===== src/pkg/sbh_pkg.sv =====
package sbh_pkg;
  // bus commands taken on the request port
  localparam logic [2:0] CMD_READ   = 3'h0;
  localparam logic [2:0] CMD_WRITE  = 3'h1;
  localparam logic [2:0] CMD_ACT    = 3'h2;
  localparam logic [2:0] CMD_PREALL = 3'h3;
  localparam logic [2:0] CMD_DEACT  = 3'h4;
  localparam logic [2:0] CMD_REFRESH_CMD   = 3'h5;
  localparam logic [2:0] CMD_MODE   = 3'h6;
  localparam logic [2:0] CMD_SREF   = 3'h7;
  // strobe codes {row, col, write}, active low
  localparam logic [2:0] STB_NOP    = 3'h7;
  localparam logic [2:0] STB_ACT    = 3'h3;
  localparam logic [2:0] STB_READ   = 3'h5;
  localparam logic [2:0] STB_WRITE  = 3'h4;
  localparam logic [2:0] STB_PRE    = 3'h2;
  localparam logic [2:0] STB_REFRESH_CMD   = 3'h1;
  localparam logic [2:0] STB_MODE   = 3'h0;
  // address bit that picks all banks on a precharge
  localparam int         PRE_ALL_BIT = 13;
  // read data arrives this many bus clocks after the command
  localparam logic [2:0] CAS_LAT     = 3'h3;
  // hold timings in interface clock periods
  localparam int         HOLD_FLOAT_MIN_E  = 2;
  localparam int         HOLD_DRIVE_MIN_E  = 2;
  localparam int         HOLD_DRIVE_MAX_E  = 7;
  localparam logic [2:0] HOLD_FLOAT_CYC = 3'(HOLD_FLOAT_MIN_E - 1);
  localparam logic [2:0] HOLD_DRIVE_CYC = 3'(HOLD_DRIVE_MIN_E - 1);
  typedef enum logic [7:0] {
    ST_IDLE    = 8'h01,
    ST_BUSY    = 8'h02,
    ST_SREF    = 8'h04,
    ST_HWAIT   = 8'h08,
    ST_HFLOAT  = 8'h10,
    ST_HELD    = 8'h20,
    ST_HRESUME = 8'h40,
    ST_HDRIVE  = 8'h80
  } sbh_state_t;
endpackage


===== src/rtl/sbh_ctrl.sv =====
`timescale 1ns/1ps
// What this block does
// - in dram cycles the three shared strobes act as column, write, row
// - direct strobe only for transfers flagged direct, source or dest
// - direct read data is not captured into the interface
// - read latency code 0..3 delays direct strobe after read data phase
// - direct write leaves the data bus floated
// - write latency code 0..3 delays direct strobe after write data phase
// - in hold, bus clock toggles if float bit 0, floats if 1
// - hold granted only after pending transactions have finished
// - hold disable set means hold requests are never granted
// - bus floats no earlier than two clocks after hold request low
// - hold ack goes low after the float, within two clocks
// - bus driven again 2..7 clocks after request high, ack then high
// - hold floats enables, data, address, strobes, cke, oe and direct
// - hold timings count periods of the selected interface clock
// - bus request output changes only on bus clock rising edge
module sbh_ctrl #(
  parameter int DW = 64,
  parameter int AW = 20
) (
  input  wire logic          sys_clk,
  input  wire logic          rstn,
  input  wire logic          req_valid,
  input  wire logic [2:0]    req_cmd,
  input  wire logic [3:0]    req_cs,
  input  wire logic [AW-1:0] req_addr,
  input  wire logic [DW-1:0] req_wdata,
  input  wire logic [7:0]    req_be,
  input  wire logic          direct_source_mode,
  input  wire logic          direct_dest_mode,
  input  wire logic          self_refresh_exit,
  input  wire logic [1:0]    direct_read_latency,
  input  wire logic [1:0]    direct_write_latency,
  input  wire logic          clock_out_float,
  input  wire logic          hold_disable,
  input  wire logic          hold_req_n,
  input  wire logic [DW-1:0] bus_data_in,
  output logic               req_taken,
  output logic [DW-1:0]      rd_data,
  output logic               rd_valid,
  output logic [3:0]         chip_enables_n,
  output logic [7:0]         byte_enables_n,
  output logic [AW-1:0]      bus_address,
  output logic [DW-1:0]      bus_data_out,
  output logic               bus_data_oe_n,
  output logic               bus_oe_n,
  output logic               dram_row_strobe_n,
  output logic               dram_col_strobe_n,
  output logic               dram_write_strobe_n,
  output logic               dram_clock_enable,
  output logic               extra_output_enable_n,
  output logic               direct_transfer_strobe,
  output logic               bus_clock_out,
  output logic               bus_clock_oe_n,
  output logic               bus_release_ack_n,
  output logic               bus_request_out
);

  typedef struct packed {
    sbh_pkg::sbh_state_t state;
    logic [2:0]          cnt;
    logic [2:0]          target;
    logic                direct;
    logic                write;
    logic                taken;
    logic [DW-1:0]       rdat;
    logic                rvld;
    logic [3:0]          cs_n;
    logic [7:0]          be_n;
    logic [AW-1:0]       addr;
    logic [DW-1:0]       dout;
    logic                dout_oe_n;
    logic                oe_n;
    logic [2:0]          stb;
    logic                cke;
    logic                pdt;
    logic                bclk;
    logic                bclk_oe_n;
    logic                ack_n;
    logic                busreq;
  } sbh_regs_t;

  sbh_regs_t s;
  sbh_regs_t next_s;
  localparam int PRE_ALL_IDX = sbh_pkg::PRE_ALL_BIT - 3;

  // request outputs rise, transfer and bus request outputs change, on the edge where the bus clock goes high; hold outputs change on any sys_clk edge
  logic rise;
  assign rise = ~s.bclk;

  always_comb begin
    next_s       = s;
    next_s.taken = 1'b0;
    next_s.rvld  = 1'b0;
    next_s.bclk  = ~s.bclk;
    if (rise) begin
      next_s.busreq = req_valid | (s.state != sbh_pkg::ST_IDLE);
    end
    unique case (s.state)
      sbh_pkg::ST_IDLE: begin
        // hold wins over a new request; nothing is in flight here
        if (!hold_req_n && !hold_disable) begin
          next_s.state = sbh_pkg::ST_HWAIT;
          next_s.cnt   = 3'h0;
        end else if (rise && req_valid) begin
          next_s.taken     = 1'b1;
          next_s.cs_n      = ~req_cs;
          next_s.be_n      = ~req_be;
          next_s.addr      = req_addr;
          next_s.dout      = req_wdata;
          next_s.cnt       = 3'h0;
          next_s.write     = (req_cmd == sbh_pkg::CMD_WRITE);
          next_s.direct    = 1'b0;
          next_s.target    = 3'h0;
          next_s.state     = sbh_pkg::ST_BUSY;
          unique case (req_cmd)
            sbh_pkg::CMD_READ: begin
              next_s.stb    = sbh_pkg::STB_READ;
              next_s.direct = direct_source_mode;
              next_s.target = sbh_pkg::CAS_LAT +
                              {1'b0, direct_read_latency};
            end
            sbh_pkg::CMD_WRITE: begin
              next_s.stb       = sbh_pkg::STB_WRITE;
              next_s.direct    = direct_dest_mode;
              next_s.target    = {1'b0, direct_write_latency};
              next_s.dout_oe_n = direct_dest_mode;
              next_s.pdt       = direct_dest_mode &&
                                 (direct_write_latency == 2'h0);
            end
            sbh_pkg::CMD_ACT:    next_s.stb = sbh_pkg::STB_ACT;
            sbh_pkg::CMD_PREALL: begin
              next_s.stb                = sbh_pkg::STB_PRE;
              next_s.addr[PRE_ALL_IDX]  = 1'b1;
            end
            sbh_pkg::CMD_DEACT: begin
              next_s.stb                = sbh_pkg::STB_PRE;
              next_s.addr[PRE_ALL_IDX]  = 1'b0;
            end
            sbh_pkg::CMD_REFRESH_CMD:   next_s.stb = sbh_pkg::STB_REFRESH_CMD;
            sbh_pkg::CMD_MODE:   next_s.stb = sbh_pkg::STB_MODE;
            sbh_pkg::CMD_SREF: begin
              next_s.stb   = sbh_pkg::STB_REFRESH_CMD;
              next_s.cke   = 1'b0;
              next_s.state = sbh_pkg::ST_SREF;
            end
          endcase
        end
      end
      sbh_pkg::ST_BUSY: begin
        if (rise) begin
          next_s.cs_n      = 4'hF;
          next_s.stb       = sbh_pkg::STB_NOP;
          next_s.dout_oe_n = 1'b1;
          next_s.pdt       = 1'b0;
          if (s.cnt == s.target && (s.pdt || !s.direct)) begin
            next_s.state = sbh_pkg::ST_IDLE;
          end else begin
            next_s.cnt = s.cnt + 3'h1;
            // direct strobe lasts one bus clock at data phase plus latency
            next_s.pdt = s.direct && (s.cnt + 3'h1 == s.target);
            // direct reads bypass the capture register
            if (!s.write && !s.direct &&
                (s.cnt + 3'h1 == sbh_pkg::CAS_LAT)) begin
              next_s.rdat = bus_data_in;
              next_s.rvld = 1'b1;
            end
          end
        end
      end
      sbh_pkg::ST_SREF: begin
        if (rise) begin
          next_s.cs_n = 4'hF;
          next_s.stb  = sbh_pkg::STB_NOP;
          if (self_refresh_exit) begin
            next_s.cke   = 1'b1;
            next_s.state = sbh_pkg::ST_IDLE;
          end
        end
      end
      sbh_pkg::ST_HWAIT: begin
        // counted in interface clocks, which is sys_clk itself
        if (s.cnt == sbh_pkg::HOLD_FLOAT_CYC) begin
          next_s.oe_n      = 1'b1;
          next_s.bclk_oe_n = clock_out_float;
          next_s.state     = sbh_pkg::ST_HFLOAT;
        end else begin
          next_s.cnt = s.cnt + 3'h1;
        end
      end
      sbh_pkg::ST_HFLOAT: begin
        next_s.ack_n     = 1'b0;
        next_s.bclk_oe_n = clock_out_float;
        next_s.state     = sbh_pkg::ST_HELD;
      end
      sbh_pkg::ST_HELD: begin
        next_s.bclk_oe_n = clock_out_float;
        // relies on the master holding request low past ack low
        if (hold_req_n) begin
          next_s.cnt   = 3'h0;
          next_s.state = sbh_pkg::ST_HRESUME;
        end
      end
      sbh_pkg::ST_HRESUME: begin
        next_s.bclk_oe_n = clock_out_float;
        if (s.cnt == sbh_pkg::HOLD_DRIVE_CYC) begin
          next_s.oe_n      = 1'b0;
          next_s.bclk_oe_n = 1'b0;
          next_s.state     = sbh_pkg::ST_HDRIVE;
        end else begin
          next_s.cnt = s.cnt + 3'h1;
        end
      end
      sbh_pkg::ST_HDRIVE: begin
        next_s.ack_n = 1'b1;
        next_s.state = sbh_pkg::ST_IDLE;
      end
      default: next_s.state = sbh_pkg::ST_IDLE;
    endcase
  end

  always_ff @(posedge sys_clk or negedge rstn) begin
    if (!rstn) begin
      s           <= '0;
      s.state     <= sbh_pkg::ST_IDLE;
      s.cs_n      <= 4'hF;
      s.be_n      <= 8'hFF;
      s.dout_oe_n <= 1'b1;
      s.stb       <= sbh_pkg::STB_NOP;
      s.cke       <= 1'b1;
      s.ack_n     <= 1'b1;
    end else begin
      s <= next_s;
    end
  end

  assign req_taken              = s.taken;
  assign rd_data                = s.rdat;
  assign rd_valid               = s.rvld;
  assign chip_enables_n         = s.cs_n;
  assign byte_enables_n         = s.be_n;
  assign bus_address            = s.addr;
  assign bus_data_out           = s.dout;
  // whole bus floats in hold, the data lanes also on reads and direct writes
  assign bus_data_oe_n          = s.dout_oe_n | s.oe_n;
  assign bus_oe_n               = s.oe_n;
  assign dram_row_strobe_n      = s.stb[2];
  assign dram_col_strobe_n      = s.stb[1];
  assign dram_write_strobe_n    = s.stb[0];
  assign dram_clock_enable      = s.cke;
  assign extra_output_enable_n  = 1'b1;
  assign direct_transfer_strobe = s.pdt;
  assign bus_clock_out          = s.bclk;
  assign bus_clock_oe_n         = s.bclk_oe_n;
  assign bus_release_ack_n      = s.ack_n;
  assign bus_request_out        = s.busreq;
endmodule


===== config.mk =====
export PLATFORM = sky130hd
export DESIGN_NAME = sbh_ctrl
export DESIGN_NICKNAME = d
export VERILOG_FILES = /design/src/pkg/sbh_pkg.sv /design/src/rtl/sbh_ctrl.sv
export SDC_FILE = /design/constraint.sdc
export NUM_CORES = 1
export LEC_CHECK = 0
export BUFFER_PORTS_ARGS = -buffer_cell sky130_fd_sc_hd__clkbuf_2
export CAP_MARGIN = 20
export CORE_MARGIN = 5
export CORE_UTILIZATION = 35
export DETAILED_ROUTE_END_ITERATION = 10
export HOLD_SLACK_MARGIN = 0.06
export SLEW_MARGIN = 20
export SYNTH_ARGS = -nofsm -noshare
export SYNTH_HDL_FRONTEND = slang
export SYNTH_SLANG_ARGS = --single-unit
export TNS_END_PERCENT = 50

===== constraint.sdc =====
create_clock -name sys_clk -period 4.88 [get_ports sys_clk]
set_input_delay 0.976 -clock sys_clk [delete_from_list [all_inputs] [get_ports sys_clk]]
set_output_delay 0.976 -clock sys_clk [all_outputs]
set_load 0.02 [all_outputs]

After elaboration in Yosys (flattened, before gate mapping)
Index checks and enable logic that the tools add are counted.
- reduce and logical (&&, ||, !) cells: 34
- mux-type cells: 49
- add/sub/neg operators: 2
- bitwise logic cells: 7
- eq/ne operators: 34
- operator list (kind ; number):
    2-to-1 mux 97 bit ; 2
    one-hot mux 8 bit (7 select lines) ; 1
    2-to-1 mux 8 bit ; 5
    2-to-1 mux 11 bit ; 3
    inequality test 2 bit, second input constant ; 12
    one-hot mux 3 bit (6 select lines) ; 1
    2-to-1 mux 17 bit ; 1
    2-to-1 mux 1 bit ; 16
    2-to-1 mux 5 bit ; 3
    equality test 3 bit, second input constant ; 4
    2-to-1 mux 3 bit ; 4
    one-hot mux 1 bit (2 select lines) ; 6
    one-hot mux 3 bit (4 select lines) ; 1
    one-hot mux 4 bit (3 select lines) ; 1
    AND reduction 6 bit ; 2
    AND reduction 5 bit ; 2
    equality test 3 x 2 -> 1 bit, second input constant ; 3
    one-hot mux 3 bit (3 select lines) ; 1
    equality test 8 x 1 -> 1 bit, second input constant ; 1
    equality test 8 x 2 -> 1 bit, second input constant ; 1
    equality test 8 x 3 -> 1 bit, second input constant ; 1
    equality test 8 x 4 -> 1 bit, second input constant ; 1
    equality test 8 x 5 -> 1 bit, second input constant ; 1
    equality test 8 x 6 -> 1 bit, second input constant ; 1
    other kinds (29) ; 52
- output and inout port bits: 174
- flip-flop bits (word level): 189
- input bits: 176
- word-level logic and storage cells: 147

Longest topological paths before layout
- word-level depth: 7
- mapped depth: 8
- mapped depth without buffers: 6

Worst setup path before layout
No wires, ideal clock.
- path type: reg-to-reg
- from: reg s[188] (netlist bit)
- to: reg s[178] (netlist bit)
- path slack: 2.598 ns
- cell stages (with the launch flop): 6
- period minus slack after synthesis: 2.282 ns
- data arrival time: 2.154 ns
- path through: dfrtp_1 > or4_4 > or4_4 > a21o_1 > o2111ai_2 > mux2_1
- cells in the longest elaborated chain, start to end: 4
- elaborated cells between the ends (all ways): 14
- RTL lines (what ; RTL line ; RTL):
    start, declared ; sbh_ctrl.sv:84 ; sbh_regs_t s;
    start signal, assigned ; sbh_ctrl.sv:234 ; s <= next_s;
    equality test 8 x 7 -> 1 bit or equality test 8 x 4 -> 1 bit (tied branches) ; sbh_ctrl.sv:100 ; unique case (s.state)
    OR reduction 2 bit (no source line) ; n/a ;
    inequality test 2 bit (no source line) or nonzero test 4 bit (tied branches) ; n/a ;
    AND reduction 6 bit (no source line) ; n/a ;
Several ways; a longest one is shown, not always the timed one.
A chain may end at the register's enable or synchronous reset.

Final worst setup path
- from: reg s[186] (netlist bit)
- to: reg s, in the netlist dram_write_strobe_n
- cells in the longest elaborated chain, start to end: 3
- elaborated cells between the ends (all ways): 10
- RTL lines (what ; RTL line):
    equality test 8 x 1 -> 1 bit, or another cell as far along ; sbh_ctrl.sv:100
    inequality test 2 bit (no source line) or nonzero test 3 bit (tied branches) ; n/a
    AND reduction 5 bit (no source line) ; n/a
Several ways; a longest one is shown, not always the timed one.

==> flow_metrics.py <==
metrics = {
    "status": {
        "status": "complete, no violations",
    },
    "placement": {
        "hpwl_microns": 16200,
        "globalplace.congestion": 0.820,
        "portBuffers": 348,
        "dp_cells": 1368,
    },
    "sta": {
        "setup_tns_ns": 0,
        "slew_violations": 0,
        "fmax_ghz": 0.331,
        "fin_crit_sh": 0.620,
        "fin_skew_ns": 0.0123,
        "setup_viol": 0,
        "finalCriticalPeriod_ns": 3.02,
        "rsz0062_at_grt": "no",
        "worst_pin_slew_ns": 0.966,
        "hold_violations": 0,
        "relSlewSlack": 0.356,
    },
    "logic_synthesis": {
        "synthCells": 876,
        "ys_warn_count": 0,
        "ys_ff_latch": 189,
        "avgSynthCellArea_sq_um": 10.2,
        "synth-edff-count": 0,
        "syn_area_sq_um": 8950,
        "synth.largest_area_cell": "dfrtp_1",
        "async_flop_share": 1.00,
        "synth-main-ff-cell": "dfrtp_1",
        "synthDominantCellAreaShare": 0.475,
        "seq_area_frac_synth": 0.531,
        "synthTopCellsByArea": "dfrtp_1 (48%), buf_4 (14%), nand2_1 (11%)",
        "synth.distinct_cells": 54,
        "syn_nets": 1057,
    },
    "clock_network": {
        "cts_root_buffer": "clkbuf_16",
        "cts_resized": 0,
        "tritoncts": "done",
        "post_cts_buffers": 0,
        "clk_latency_ns": 0.43,
        "htreeDepth": 4,
        "cts_made_buffers": 17,
        "clock_sinks": 189,
        "clkTransAtPathRegs_ns": 0.08,
        "clock_path_buffers": 2,
        "holdBufCountCts": 0,
    },
    "die": {
        "row_count": 58,
        "core_sq_um": 25200,
        "die_w_microns": 170,
        "chipHeight_microns": 170,
        "start_util": 0.356,
        "num_io_pins": 350,
        "dieArea_sq_um": 28900,
    },
    "power_and_ir_drop": {
        "vdd_drop_max_mv": 0.257,
        "powerDensity_nw_per_um2": 535,
        "leakagePower_uw": 0.00581,
    },
    "route": {
        "drcViolationCount": 0,
        "vias": 6185,
        "drt_pre_antenna_iters": 6,
        "wl_per_cell_microns": 15.4,
        "ant_nets": 0,
        "initialDrtViolationCount": 359,
        "routed_via_density": 4.42,
        "routed_wl_microns": 21600,
    },
    "grt": {
        "grt_max_degree": 97,
        "grt_util_met2": 0.250,
        "antenna_found_initial": 1,
        "grt_overflow": 0,
        "grt_use_met3": 0.0372,
        "first_global_vias": 6327,
        "grt_util_met1": 0.180,
        "grt.busiest_layer": "met2",
        "grt_pass1_wl_microns": 33700,
        "grt.total_usage": 0.145,
    },
    "layout": {
        "area_growth_pct": 16.6,
        "instances_no_fill": 1400,
        "area.sequential_sq_um": 4750,
        "multi_input_area_sq_um": 2800,
        "nFillCells": 2474,
        "diodes": 0,
        "layout.nets": 1238,
        "layout-drive-gt1-share": 0.458,
        "final_util": 0.415,
    },
    "setup_path": {
        "required_ns": 5.23,
        "crit_buf_inv": 2,
        "cp-end-kind": "flop",
        "critPathMaxFanout": 35,
        "arrival_ns": 3.38,
        "crit_type": "reg2reg",
        "path_cells": "or4_1 > nor4_4 > nand2_4 > inv_2 > buf_4 > nand3_1 > o21a_1",
        "cpPeakStageDelay_ns": 0.58,
        "crit_family": "simple AND/OR/NAND/NOR gates",
        "critPathSlowestCell": "or4_1",
        "start_kind": "flop",
    },
    "flow_run": {
        "maxCapViolations": 0,
    },
    "min_path": {
        "min_path_type": "reg2reg",
    },
}
## registers in the layout, summed over array words and instances (netlist names)
name	count
dram_row_strobe_n	1
bus_oe_n	1
req_taken	1
bus_data_out	64
s	17
chip_enables_n	4
bus_release_ack_n	1
direct_transfer_strobe	1
rd_data	64
dram_write_strobe_n	1
byte_enables_n	8
bus_clock_oe_n	1
bus_address	20
bus_request_out	1
bus_clock_out	1
dram_col_strobe_n	1
dram_clock_enable	1
rd_valid	1
## cells in the final DEF, fill, tap and decap left out, drive strengths merged, types with 3 or more instances in the layout
cell type / count
nand3: 11
o31ai: 3
clkbuf: 366
mux2: 73
dfstp: 19
nand4: 4
nand2b: 5
buf: 7
nor2b: 4
nor3: 5
a2bb2oi: 4
nand2: 273
o21ai: 24
or4: 4
clkinv: 5
nor2: 20
dfrtp: 170
a21oi: 8
nor4: 6
ha: 5
inv: 18
xnor2: 6
## layer usage
metal  part of all wire  routed length (microns)
met5            0.00060                       13
met4              0.019                      405
met3              0.072                     1550
met1               0.41                     8880
met2               0.50                    10700
## path summary, 6_finish.rpt
check,start,to,slack (ns),cells after the start
hold / removal,bus_data_out[62],bus_data_out[62],0.47,2
setup / recovery,s[186],dram_write_strobe_n,1.86,7
max in group asynchronous,rstn,byte_enables_n[7],3.40,2
hold reg to reg,bus_data_out[62],bus_data_out[62],0.47,2
min in group asynchronous,rstn,s[186],0.57,1
setup reg to reg,s[186],dram_write_strobe_n,1.86,7
## worst reg2reg max path: stages (launching register included)
cell and delay (ns):
dfrtp_1 0.49, or4_1 0.59, nor4_4 0.50, nand2_4 0.23
inv_2 0.50, buf_4 0.42, nand3_1 0.12, o21a_1 0.11
## Yosys cell counts, types with 3 or more instances
library cell	n
a21oi_1	8
a2bb2oi_1	4
buf_2	20
buf_4	168
clkbuf_1	5
dfrtp_1	170
dfstp_2	19
ha_1	5
inv_1	9
mux2_1	6
mux2_2	67
nand2_1	273
nand2b_1	5
nand3_1	11
nand4_1	3
nor2_1	20
nor2b_1	4
nor3_1	4
nor4_1	3
o21ai_0	23
o31ai_1	3
xnor2_1	6
## cell type report
type,instances,share of cell area
clock buffer,18,0.0421
inverter,10,0.00359
clock inverter,14,0.0179
tap,330,0.0395
multi-input combinational,484,0.268
timing repair buffer,355,0.174
sequential,189,0.455
## power breakdown
part	switching (uW)	total, uW	leakage (uW)	internal, uW
logic	1160	1790	0.00308	631
clock network	708	1470	0.000305	760
registers	268	2320	0.00243	2060
## logic make-up (layout without fill, tap and decap cells)
family                     after synthesis  in the layout  synth area share
and+or+nand+nor                        342            342             0.164
AOI/OAI and AO/OA                       55             55            0.0398
other                                    1              1          0.000419
DFF                                    189            189             0.531
muxes                                   74             74            0.0929
adders and majority gates                5              5           0.00699
xor gates and xnor gates                 7              7           0.00685
buffers and inverters                  203            397             0.158
## metrics by stage
step	setup slack, ns	power [uW]	area (sq um)	hold WS, ns
6_report	1.86	5580	10400	0.474
5_1_grt	1.59	5950	10400	0.499
4_1_cts	1.82	5680	10400	0.479
3_5_place_dp	1.72	4180	9820	0.461
3_3_place_gp	1.77	4150	9820	0.458
2_1_floorplan	2.60	3960	8950	0.444
Note: power is estimated with default switching activity, not from simulation.
